**config.mk**
```make
export PLATFORM = sky130hd
export DESIGN_NAME = fsq_sequencer
export DESIGN_NICKNAME = d
export VERILOG_FILES = /design/src/design/fsq_pkg.sv /design/src/design/fsq_fclk_div.sv /design/src/design/fsq_sequencer.sv
export SDC_FILE = /design/constraint.sdc
export NUM_CORES = 1
export LEC_CHECK = 0
export ABC_AREA = 1
export BUFFER_PORTS_ARGS = -buffer_cell sky130_fd_sc_hd__buf_2
export CORE_AREA = 5 5 117 163
export CTS_BUF_LIST = sky130_fd_sc_hd__clkbuf_16
export DETAILED_ROUTE_END_ITERATION = 10
export DIE_AREA = 0 0 122 168
export GPL_TIMING_DRIVEN = 0
export HOLD_SLACK_MARGIN = 0.1
export SYNTH_ARGS = -nofsm -noshare
export SYNTH_HDL_FRONTEND = slang
export SYNTH_SLANG_ARGS = --single-unit
```
**constraint.sdc**
```tcl
create_clock -name clk_i -period 4 [get_ports clk_i]
set_clock_uncertainty 0.1 [all_clocks]
set_input_delay 1 -clock clk_i [delete_from_list [all_inputs] [get_ports clk_i]]
set_output_delay 1 -clock clk_i [all_outputs]
set_load 0.05 [all_outputs]
```
**src/design/fsq_pkg.sv**
```systemverilog
// constants and types for the flash command sequencer
package fsq_pkg;
    // apb word offsets of the control registers
    localparam logic [1:0] IDX_DIV  = 2'h0;
    localparam logic [1:0] IDX_PROT = 2'h1;
    localparam logic [1:0] IDX_STAT = 2'h2;
    localparam logic [1:0] IDX_CMD  = 2'h3;
    // array window: paddr[31:16] selects it
    localparam logic [15:0] ARR_HI  = 16'h0001;
    localparam logic [27:0] CTL_HI  = 28'h0000000;

    // field positions
    localparam int DV_LD     = 7;
    localparam int DV_PRE    = 6;
    localparam int ST_CBEF   = 7;
    localparam int ST_CCF    = 6;
    localparam int ST_ACCERR = 4;
    localparam int PR_DIS    = 0;

    // page geometry, 512-byte pages
    localparam int PAGE_LSB = 9;
    localparam logic [8:0] PAGE_ONES = 9'h1ff;

    // values after reset, and the last prescaler count
    localparam logic [5:0] DIV_RST  = 6'h00;
    localparam logic [7:0] PROT_RST = 8'hff;
    localparam logic [2:0] PRE_LAST = 3'h7;

    // command codes
    localparam logic [7:0] CMD_BLANK = 8'h05;
    localparam logic [7:0] CMD_BYTE  = 8'h20;
    localparam logic [7:0] CMD_BURST = 8'h25;
    localparam logic [7:0] CMD_PAGE  = 8'h40;
    localparam logic [7:0] CMD_MASS  = 8'h41;

    // operation lengths in flash clock pulses
    localparam int PULSE_BLANK = 4;
    localparam int PULSE_BYTE  = 9;
    localparam int PULSE_BURST = 4;
    localparam int PULSE_PAGE  = 4000;
    localparam int PULSE_MASS  = 20000;

    typedef enum logic [1:0] {
        SEQ_IDLE = 2'b00,
        SEQ_ADDR = 2'b01,
        SEQ_CMD  = 2'b10
    } fsq_seq_t;
endpackage

```
**src/design/fsq_fclk_div.sv**
```systemverilog
// flash clock enable divider
`timescale 1ns/100ps
module fsq_fclk_div (
    // clock and reset
    input  wire logic       clk_i,
    input  wire logic       rst_b_i,
    // divider setting
    input  wire logic       en_i,
    input  wire logic       prescale_i,
    input  wire logic [5:0] div_i,
    // one-cycle flash clock pulse
    output logic            tick_o
);
    import fsq_pkg::*;

    typedef struct packed {
        logic [2:0] pre;
        logic [5:0] cnt;
        logic       tick;
    } fsq_div_st_t;

    fsq_div_st_t q;
    fsq_div_st_t d;

    // bus clock, optionally /8, then /(div+1)
    always_comb begin
        d = q;
        d.tick = 1'b0;
        if (!en_i) begin
            d = '0;
        end else if (!prescale_i || q.pre == PRE_LAST) begin
            d.pre = 3'h0;
            if (q.cnt >= div_i) begin
                d.cnt  = 6'h00;
                d.tick = 1'b1;
            end else begin
                d.cnt = q.cnt + 6'h01;
            end
        end else begin
            d.pre = q.pre + 3'h1;
        end
    end

    always_ff @(posedge clk_i) begin
        if (!rst_b_i) begin
            q <= '0;
        end else begin
            q <= d;
        end
    end

    assign tick_o = q.tick;
endmodule

```
**src/design/fsq_sequencer.sv**
```systemverilog
// flash command sequencer with apb register slave
// Operation
// - each command opens with one array write; address and data are latched
// - page erase acts on the whole 512-byte page of the address
// - erase and blank check ignore data; mass erase, blank check any address
// - command register takes only the five codes into the buffer
// - writing one to buffer-empty launches the buffered command
// - writing zero to buffer-empty mid sequence aborts and flags error
// - a command-complete flag reports the end of a command
// - access error clears only on write one; commands refused while set
// - array write before divider is written flags error
// - array write while buffer-empty is clear flags error
// - second array write before launch flags error
// - second command write before launch flags error
// - after array write, writing a non-command control register flags error
// - unknown command codes flag error
// - after command write, any control access but launch flags error
// - stop mode during program or erase aborts it and flags error
// - secured debug port may only blank check or mass erase
// - protection blocks program and erase from boundary up to top address
// - protection register loads from nonvolatile byte after reset
// - only the debug port may write the protection register
// - last unprotected address is boundary bits with ones below
// - divisor-loaded bit set by first divider write, enables commands
// - flash clock is bus clock, optional /8, over divisor plus one
`timescale 1ns/100ps
module fsq_sequencer #(
    parameter int unsigned P_BLANK = fsq_pkg::PULSE_BLANK,
    parameter int unsigned P_BYTE  = fsq_pkg::PULSE_BYTE,
    parameter int unsigned P_BURST = fsq_pkg::PULSE_BURST,
    parameter int unsigned P_PAGE  = fsq_pkg::PULSE_PAGE,
    parameter int unsigned P_MASS  = fsq_pkg::PULSE_MASS
) (
    // clock and reset
    input  wire logic        clk_i,
    input  wire logic        rst_b_i,
    // apb slave
    input  wire logic        psel_i,
    input  wire logic        penable_i,
    input  wire logic        pwrite_i,
    input  wire logic [31:0] paddr_i,
    input  wire logic [31:0] pwdata_i,
    output logic [31:0]      prdata_o,
    output logic             pready_o,
    output logic             pslverr_o,
    // system state
    input  wire logic        dbg_i,
    input  wire logic        secure_i,
    input  wire logic        stop_i,
    input  wire logic [7:0]  nv_prot_i,
    // flash array control
    output logic             arr_busy_o,
    output logic             arr_tick_o,
    output logic [7:0]       arr_cmd_o,
    output logic [15:0]      arr_addr_o,
    output logic [7:0]       arr_data_o
);
    import fsq_pkg::*;

    if (P_BLANK < 1 || P_BYTE < 1 || P_BURST < 1 ||
        P_PAGE < 1 || P_MASS < 1 || P_BLANK > 65535 ||
        P_BYTE > 65535 || P_BURST > 65535 ||
        P_PAGE > 65535 || P_MASS > 65535) begin : g_chk
        $error("fsq_sequencer: pulse counts must be 1..65535");
    end

    typedef struct packed {
        fsq_seq_t    seq;
        logic        loaded;
        logic        divisor_loaded_bit;
        logic        prescale_by_eight_bit;
        logic [5:0]  div;
        logic [7:0]  protection_reg;
        logic        cbef;
        logic        ccf;
        logic        accerr;
        logic [7:0]  cmd;
        logic [15:0] addr;
        logic [7:0]  data;
        logic        pend;
        logic        run;
        logic [7:0]  rcmd;
        logic [15:0] raddr;
        logic [7:0]  rdata;
        logic [15:0] cnt;
    } fsq_st_t;

    fsq_st_t q;
    fsq_st_t d;

    function automatic logic code_ok(input logic [7:0] c);
        return c == CMD_BLANK || c == CMD_BYTE || c == CMD_BURST ||
               c == CMD_PAGE || c == CMD_MASS;
    endfunction

    function automatic logic prog_erase(input logic [7:0] c);
        return c == CMD_BYTE || c == CMD_BURST ||
               c == CMD_PAGE || c == CMD_MASS;
    endfunction

    // last unprotected address from the boundary bits
    function automatic logic [15:0] last_free(input logic [7:0] p);
        return {p[7:1], PAGE_ONES};
    endfunction

    function automatic logic [15:0] pulses(input logic [7:0] c);
        unique case (c)
            CMD_BYTE:  pulses = 16'(P_BYTE);
            CMD_BURST: pulses = 16'(P_BURST);
            CMD_PAGE:  pulses = 16'(P_PAGE);
            CMD_MASS:  pulses = 16'(P_MASS);
            default:   pulses = 16'(P_BLANK);
        endcase
    endfunction

    // bus decode
    logic       acc;
    logic       is_arr;
    logic       is_ctl;
    logic [1:0] idx;
    logic       arr_wr;
    logic       ctl_acc;
    logic       ctl_wr;
    logic       div_wr;
    logic       prot_wr;
    logic       stat_wr;
    logic       cmd_wr;
    logic [7:0] pw;
    logic       tick;
    logic       blocked;
    logic       launch;
    logic       set_err;

    assign acc     = psel_i & penable_i;
    assign is_arr  = paddr_i[31:16] == ARR_HI;
    assign is_ctl  = paddr_i[31:4] == CTL_HI && paddr_i[1:0] == 2'h0;
    assign idx     = paddr_i[3:2];
    assign arr_wr  = acc & pwrite_i & is_arr;
    assign ctl_acc = acc & is_ctl;
    assign ctl_wr  = ctl_acc & pwrite_i;
    assign div_wr  = ctl_wr & (idx == IDX_DIV);
    assign prot_wr = ctl_wr & (idx == IDX_PROT);
    assign stat_wr = ctl_wr & (idx == IDX_STAT);
    assign cmd_wr  = ctl_wr & (idx == IDX_CMD);
    assign pw      = pwdata_i[7:0];

    // mass erase is refused whenever protection is enabled (PR_DIS bit clear), even if no region is protected
    assign blocked = !q.protection_reg[PR_DIS] &&
                     (q.cmd == CMD_MASS ||
                      q.addr > last_free(q.protection_reg));

    assign launch = stat_wr && pw[ST_CBEF] && q.seq == SEQ_CMD &&
                    !q.accerr && !(prog_erase(q.cmd) && blocked);

    fsq_fclk_div u_div (
        .clk_i      (clk_i),
        .rst_b_i    (rst_b_i),
        .en_i       (q.divisor_loaded_bit),
        .prescale_i (q.prescale_by_eight_bit),
        .div_i      (q.div),
        .tick_o     (tick)
    );

    always_comb begin
        d = q;
        set_err = 1'b0;

        // one-shot copy of the nonvolatile byte after reset
        if (!q.loaded) begin
            d.loaded = 1'b1;
            d.protection_reg  = nv_prot_i;
        end

        // running operation; placed first so a launch this cycle wins
        if (q.run) begin
            if (stop_i && prog_erase(q.rcmd)) begin
                d.run  = 1'b0;
                d.pend = 1'b0;
                d.cbef = 1'b1;
                d.ccf  = 1'b1;
                set_err = 1'b1;
            end else if (tick) begin
                if (q.cnt == 16'h0001) begin
                    d.run = 1'b0;
                    d.ccf = !q.pend;
                end else begin
                    d.cnt = q.cnt - 16'h0001;
                end
            end
        end else if (q.pend) begin
            // buffer frees as soon as the array takes the command
            d.pend  = 1'b0;
            d.run   = 1'b1;
            d.cbef  = 1'b1;
            d.rcmd  = q.cmd;
            d.cnt   = pulses(q.cmd);
            d.raddr = q.addr;
            d.rdata = q.data;
            if (q.cmd == CMD_PAGE) begin
                d.raddr[PAGE_LSB-1:0] = '0;
            end
            if (q.cmd != CMD_BYTE && q.cmd != CMD_BURST) begin
                d.rdata = 8'h00;
            end
        end

        // array write opens a sequence
        if (arr_wr && !q.accerr) begin
            if (!q.divisor_loaded_bit) begin
                set_err = 1'b1;
            end else if (!q.cbef) begin
                set_err = 1'b1;
            end else if (q.seq != SEQ_IDLE) begin
                set_err = 1'b1;
            end else begin
                d.seq  = SEQ_ADDR;
                d.addr = paddr_i[15:0];
                d.data = pwdata_i[7:0];
            end
        end

        // divider is write once
        if (div_wr && !q.divisor_loaded_bit) begin
            d.divisor_loaded_bit  = 1'b1;
            d.prescale_by_eight_bit = pw[DV_PRE];
            d.div    = pw[5:0];
        end

        // application code cannot move the boundary
        if (prot_wr && dbg_i && q.seq == SEQ_IDLE) begin
            d.protection_reg = pw;
        end

        if (ctl_wr && q.seq == SEQ_ADDR && idx != IDX_CMD) begin
            set_err = 1'b1;
        end

        if (ctl_acc && q.seq == SEQ_CMD && !stat_wr) begin
            set_err = 1'b1;
        end

        if (cmd_wr && !q.accerr) begin
            if (q.seq != SEQ_ADDR) begin
                set_err = 1'b1;
            end else if (!code_ok(pw)) begin
                set_err = 1'b1;
            end else if (dbg_i && secure_i &&
                         pw != CMD_BLANK && pw != CMD_MASS) begin
                set_err = 1'b1;
            end else begin
                d.cmd = pw;
                d.seq = SEQ_CMD;
            end
        end

        if (stat_wr) begin
            if (pw[ST_ACCERR]) begin
                d.accerr = 1'b0;
            end
            if (q.seq != SEQ_IDLE && !pw[ST_CBEF]) begin
                set_err = 1'b1;
            end else if (q.seq == SEQ_CMD && pw[ST_CBEF] &&
                         !launch) begin
                set_err = 1'b1;
            end
        end

        if (launch) begin
            d.pend = 1'b1;
            d.cbef = 1'b0;
            d.ccf  = 1'b0;
            d.seq  = SEQ_IDLE;
        end

        // error set wins over a clear in the same cycle
        if (set_err) begin
            d.accerr = 1'b1;
            d.seq    = SEQ_IDLE;
        end
    end

    always_ff @(posedge clk_i) begin
        if (!rst_b_i) begin
            q        <= '0;
            q.seq    <= SEQ_IDLE;
            q.div    <= DIV_RST;
            q.protection_reg  <= PROT_RST;
            q.cbef   <= 1'b1;
            q.ccf    <= 1'b1;
        end else begin
            q <= d;
        end
    end

    // register read mux; zero wait states
    always_comb begin
        prdata_o = 32'h00000000;
        if (is_ctl) begin
            unique case (idx)
                IDX_DIV:  prdata_o[7:0] = {q.divisor_loaded_bit, q.prescale_by_eight_bit, q.div};
                IDX_PROT: prdata_o[7:0] = q.protection_reg;
                IDX_STAT: begin
                    prdata_o[ST_CBEF]   = q.cbef;
                    prdata_o[ST_CCF]    = q.ccf;
                    prdata_o[ST_ACCERR] = q.accerr;
                end
                IDX_CMD:  prdata_o[7:0] = q.cmd;
            endcase
        end
    end

    assign pready_o   = 1'b1;
    assign pslverr_o  = acc & !is_arr & !is_ctl;
    assign arr_busy_o = q.run;
    assign arr_tick_o = q.run & tick;
    assign arr_cmd_o  = q.rcmd;
    assign arr_addr_o = q.raddr;
    assign arr_data_o = q.rdata;
endmodule

```
[Word level (Yosys, flattened, before mapping)]
Cells that the tools add are included.
Word-level totals
  memory bits (writable): 0
  input port bits: 80
  word-level logic and storage cells: 214
  latch bits: 0
  memories kept: 0
  ROM bits: 0
  register bits: 114
Cells by class
  div/mod/pow operators: 0
  reduce and logical (&&, ||, !) cells: 70
  equal/unequal tests: 32
  $lt $le $gt $ge: 2
  shift operators: 0
  $add $sub $neg: 3
  multiply operators: 0
  muxes and demuxes: 68
  bitwise operators: 18
Operators by type and width (number)
  102-bit two-way mux: 1
  24-bit two-way mux: 4
  8-bit two-way mux: 9
  16-bit two-way mux: 4
  49-bit two-way mux: 1
  8-bit by 6-bit == test with 1-bit output (second input constant): 6
  8-bit by 7-bit == test with 1-bit output (second input constant): 6
  15-bit case mux with 3 select lines: 1
  16-bit by 1-bit == test with 1-bit output (second input constant): 2
  32-bit two-way mux: 1
  1-bit two-way mux: 31
  28-bit logical NOT: 1
  1-bit logical AND: 24
  2-bit two-way mux: 10
  16-bit greater-than comparator: 1
  8-bit by 6-bit != test with 1-bit output (second input constant): 2
  16-bit by 1-bit subtractor with 16-bit output (second input constant): 1
  1-bit AND: 12
  1-bit logical OR: 12
  4-bit case mux with 3 select lines: 1
  4-bit AND reduction: 3
  1-bit logical NOT: 11
  2-bit nonzero test: 5
  9-bit two-way mux: 1
  22 further kinds: 43

[Logic depth before layout (Yosys ltp)]
  word-level depth: 22
  gate-level depth with buffers: 15
  gate-level depth less buffers: 15

[Cells and area by module]
A second synthesis with hierarchy kept.
Second synthesis, totals
  cell total of the unflattened synthesis: 853
  area total of the unflattened synthesis: 6039.5 um^2
Modules (own cells, without submodules)
  fsq_sequencer: cells an instance 763, instances 1, area an instance 5435.2 um^2, seq. area each 2082.0 um^2
  fsq_fclk_div: cells an instance 90, instances 1, area an instance 604.3 um^2, seq. area each 200.2 um^2

[Worst setup path before layout]
OpenSTA, ideal clock, no wires.
  kind: input-to-output
  start: input paddr_i[17]
  end: output prdata_o[7]
  data required time: 2.900 ns
  cell stages on the path: 6
  path slack: -0.034 ns
  buffers on the path: 0
  arrival: 2.934 ns
  cells stage by stage: or2_1 nor2_4 nand3_4 nor2_8 inv_1 a311oi_1
On the way
  cells in the longest elaborated chain, start to end: 3
Ends and longest elaborated chain
  start, declared: RTL line fsq_sequencer.sv:41  | input wire logic [31:0] paddr_i,
  28-bit logical NOT: RTL line fsq_sequencer.sv:136  | assign is_ctl = paddr_i[31:4] == CTL_HI && paddr_i[1:0] == 2'h0;
  1-bit logical AND: RTL line fsq_sequencer.sv:136
  8-bit two-way mux: RTL line fsq_sequencer.sv:298  | if (is_ctl) begin
  end, declared: RTL line fsq_sequencer.sv:43  | output logic [31:0] prdata_o,
No other way between the ends.

[Worst setup path in the final report]
  start: input paddr_i[25]
  end: output prdata_o[6]
Same word-level chain as after synthesis.

==> qor.yml <==
yosys:
  yosys_register_bits: 114
  yosysTopAreaCell: "dfxtp_1"
  yosys_warnings: 0
  syn_inst: 828
  async_flop_share_pct: 0
  yosys_most_used_dff: "dfxtp_1"
  synth_area_leaders: "dfxtp_1 38%, inv_1 7.8%, buf_4 7.2%, nand2_1 6.7%, o21ai_0 5.6%"
  synth-seq-area-share_pct: 38.4
  ys_types: 45
  synthTopCellsByCount: "123 x inv_1, 114 x dfxtp_1, 106 x nand2_1"
  synth_area_sq_mm: 0.00595
  synth_most_common_cell: "inv_1"
  synth_top_cell_area_share_pct: 38.4
  synth_edf_count: 0
  syn_avg_cell_area_sq_um: 7.18
clock_network:
  clk_pin_slew_ns: 0.05
  htree_num_levels: 4
  clock_path_buffers: 2
  numCtsBuffers: 17
  worstSkewPairLatency_ns: 0.41
  post-cts-setup-buffers: 0
  cts_tree: "yes"
  cts_resized: 0
  cts.sinks: 114
  hold_buffers: 0
  cts_root_buffer: "clkbuf_16"
layout:
  stdcell_area_sq_mm: 0.00739
  area_delta_synth_final_pct: 24.2
  nets: 1065
  layout-drive-gt1-share_pct: 23.1
  fill_cells: 1853
  antenna_cells: 0
run_status:
  status: "finished, final reports clean"
grt:
  grt_max_degree: 17
  grt_remaining_overflow: 0
  antenna_found_initial: 0
  track_usage_pct: 16.5
  grt_pass1_vias: 5458
  grt_pass1_wl_microns: 26700
sta:
  post-route-period-util_pct: 91.2
  relSlewSlack_pct: 57.8
  max_slew.worst_pin.slew_ns: 0.629
  final-setup-viol-count: 0
  finalMaxSlewViolations: 0
  setup_tns_ns: 0
  hold_viol: 0
  grt_setup_unrepaired: "false"
  fin_crit_ns: 3.65
  max_freq_mhz: 274
power:
  leakage_nw: 3.53
  ir_drop_mv: 0.247
  power_density_mw_per_mm2: 375
worst_setup_path:
  critPathTopFamily: "simple AND/OR/NAND/NOR gates"
  critPathCaptureType: "primary output"
  r2r_start: "arr_busy_o$_SDFF_PN0_"
  arrival_ns: 2.55
  path_class: "primary input to primary output"
  reg2reg_setup_slack_ns: 1.82
  worstReg2RegEnd: "q[12]$_SDFFE_PN0P_"
  slowest_delay_ns: 0.33
  r2r_cells: 7
  cp.required_ns: 2.90
  worstPathMaxFanout: 8
  critPathLaunchType: "primary input"
  worstPathCellList: "buf_2 > nor2_1 > nand2_1 > nor2_1 > nand2_1 > nor2_8 > inv_1 > a221oi_2 > buf_2"
  crit_slowest_cell: "buf_2"
  critPathBufInv: 3
floorplan:
  die_area_sq_mm: 0.0205
  initial_utilization_pct: 34.3
  ios: 148
  die_x_microns: 122
  die_h_microns: 168
  coreArea_sq_mm: 0.0173
  fp-row-count: 57
placement:
  place_hpwl_microns: 13200
  io_buffers: 97
  dpl_cell_area_sq_mm: 0.00683
  gp_congestion: 0.904
routing:
  first_iter_violations: 259
  firstDrtPassIters: 5
  vias: 5661
  drcViolationCount: 0
  wl_per_cell_microns: 13.6
  detail-route-antenna-nets: 0
  wl_microns: 16600
  viasPerCell: 4.66
hold_path:
  hp-start: "u_div.q[7]$_SDFF_PP0_"
  hold_path_class: "flop to flop"
  whs_path_depth: 1
  holdPathEnd: "u_div.q[7]$_SDFF_PP0_"
job:
  cap_violations: 0
-- cell families (layout without fill, tap and decap cells) --
logic type,count (synthesis),after routing,synth area share [%]
AO/OA/AOI/OAI,216,216,20.1
XOR/XNOR,2,2,0.295
adder cells (fa/ha/maj),18,18,3.79
buffers and inverters,218,347,17.7
flip-flops,114,114,38.4
other,2,25,0.126
AND/OR/NAND/NOR,258,258,19.7
-- cells in the final DEF (no fill, tap or decap), types with 5 or more instances in the layout --
master,n
nor3_1,13
conb_1,25
o21ai_0,67
nand4_1,14
o22ai_1,10
buf_2,106
nand2_2,5
ha_1,18
inv_1,123
clkbuf_16,17
a31oi_1,8
a22o_1,7
dfxtp_1,114
o211ai_1,9
a21oi_1,63
buf_4,57
nand3_1,31
nand2_1,106
nor2_1,75
inv_2,14
clkbuf_1,11
o21ai_1,39
clkinvlp_4,5
-- metal layers --
metal	wire length (microns)	vias to the layer above	part of all wire [%]	global-route usage, %
li1	-	2925	-	-
met1	6900	2545	42	18.9
met4	492	0	3.0	6.87
met3	889	29	5.4	3.96
met5	0	-	0	0
met2	8300	162	50	29.0
-- registers in the layout, summed over array words and instances, names as in the netlist --
signal and flops:
u_div.tick_o 1, arr_data_o 8, u_div.q 9, arr_addr_o 16
q 71, arr_busy_o 1, arr_cmd_o 8
-- how the worst max path moves through the flow --
stage,start,endpoint,cells past startpoint
final,paddr_i[25],prdata_o[6],9
after global routing,paddr_i[23],prdata_o[6],9
after CTS,paddr_i[25],prdata_o[6],9
after detailed placement,paddr_i[25],prdata_o[6],9
after global placement,paddr_i[25],prdata_o[6],9
after floorplan,paddr_i[17],prdata_o[1],6
-- where the power goes --
part	leakage, nW	total (W)	switching, W	internal, W
Combinational	2.35	0.000196	0.000136	0.0000599
Sequential	0.920	0.00115	0.00000562	0.00114
Clock	0.260	0.00142	0.000566	0.000856
-- layout make-up --
| cell class | count | area [sq um] | area share (%) |
|---|---|---|---|
| Buffer | 79 | 529 | 7.17 |
| Multi-Input combinational cell | 519 | 2710 | 36.7 |
| Clock inverter | 15 | 134 | 1.81 |
| Timing Repair Buffer | 97 | 485 | 6.57 |
| Tap cell | 236 | 295 | 4.00 |
| Clock buffer | 17 | 425 | 5.76 |
| Inverter | 139 | 522 | 7.06 |
| Sequential cell | 114 | 2280 | 30.9 |
-- per-stage QoR --
stage / total power, W / setup slack [ns] / util, % / cells / hold WS [ns]
global placement: 0.00137 / 0.324 / 39.4 / 1184 / 0.308
detailed placement: 0.00137 / 0.334 / 39.4 / 1184 / 0.317
global route: 0.00287 / 0.174 / 42.6 / 1216 / 0.331
floorplan: 0.00130 / 0.119 / - / 851 / 0.299
finish: 0.00277 / 0.351 / 42.6 / 1216 / 0.328
CTS: 0.00279 / 0.325 / 42.6 / 1216 / 0.325
Power figures use the tool's default switching activity.
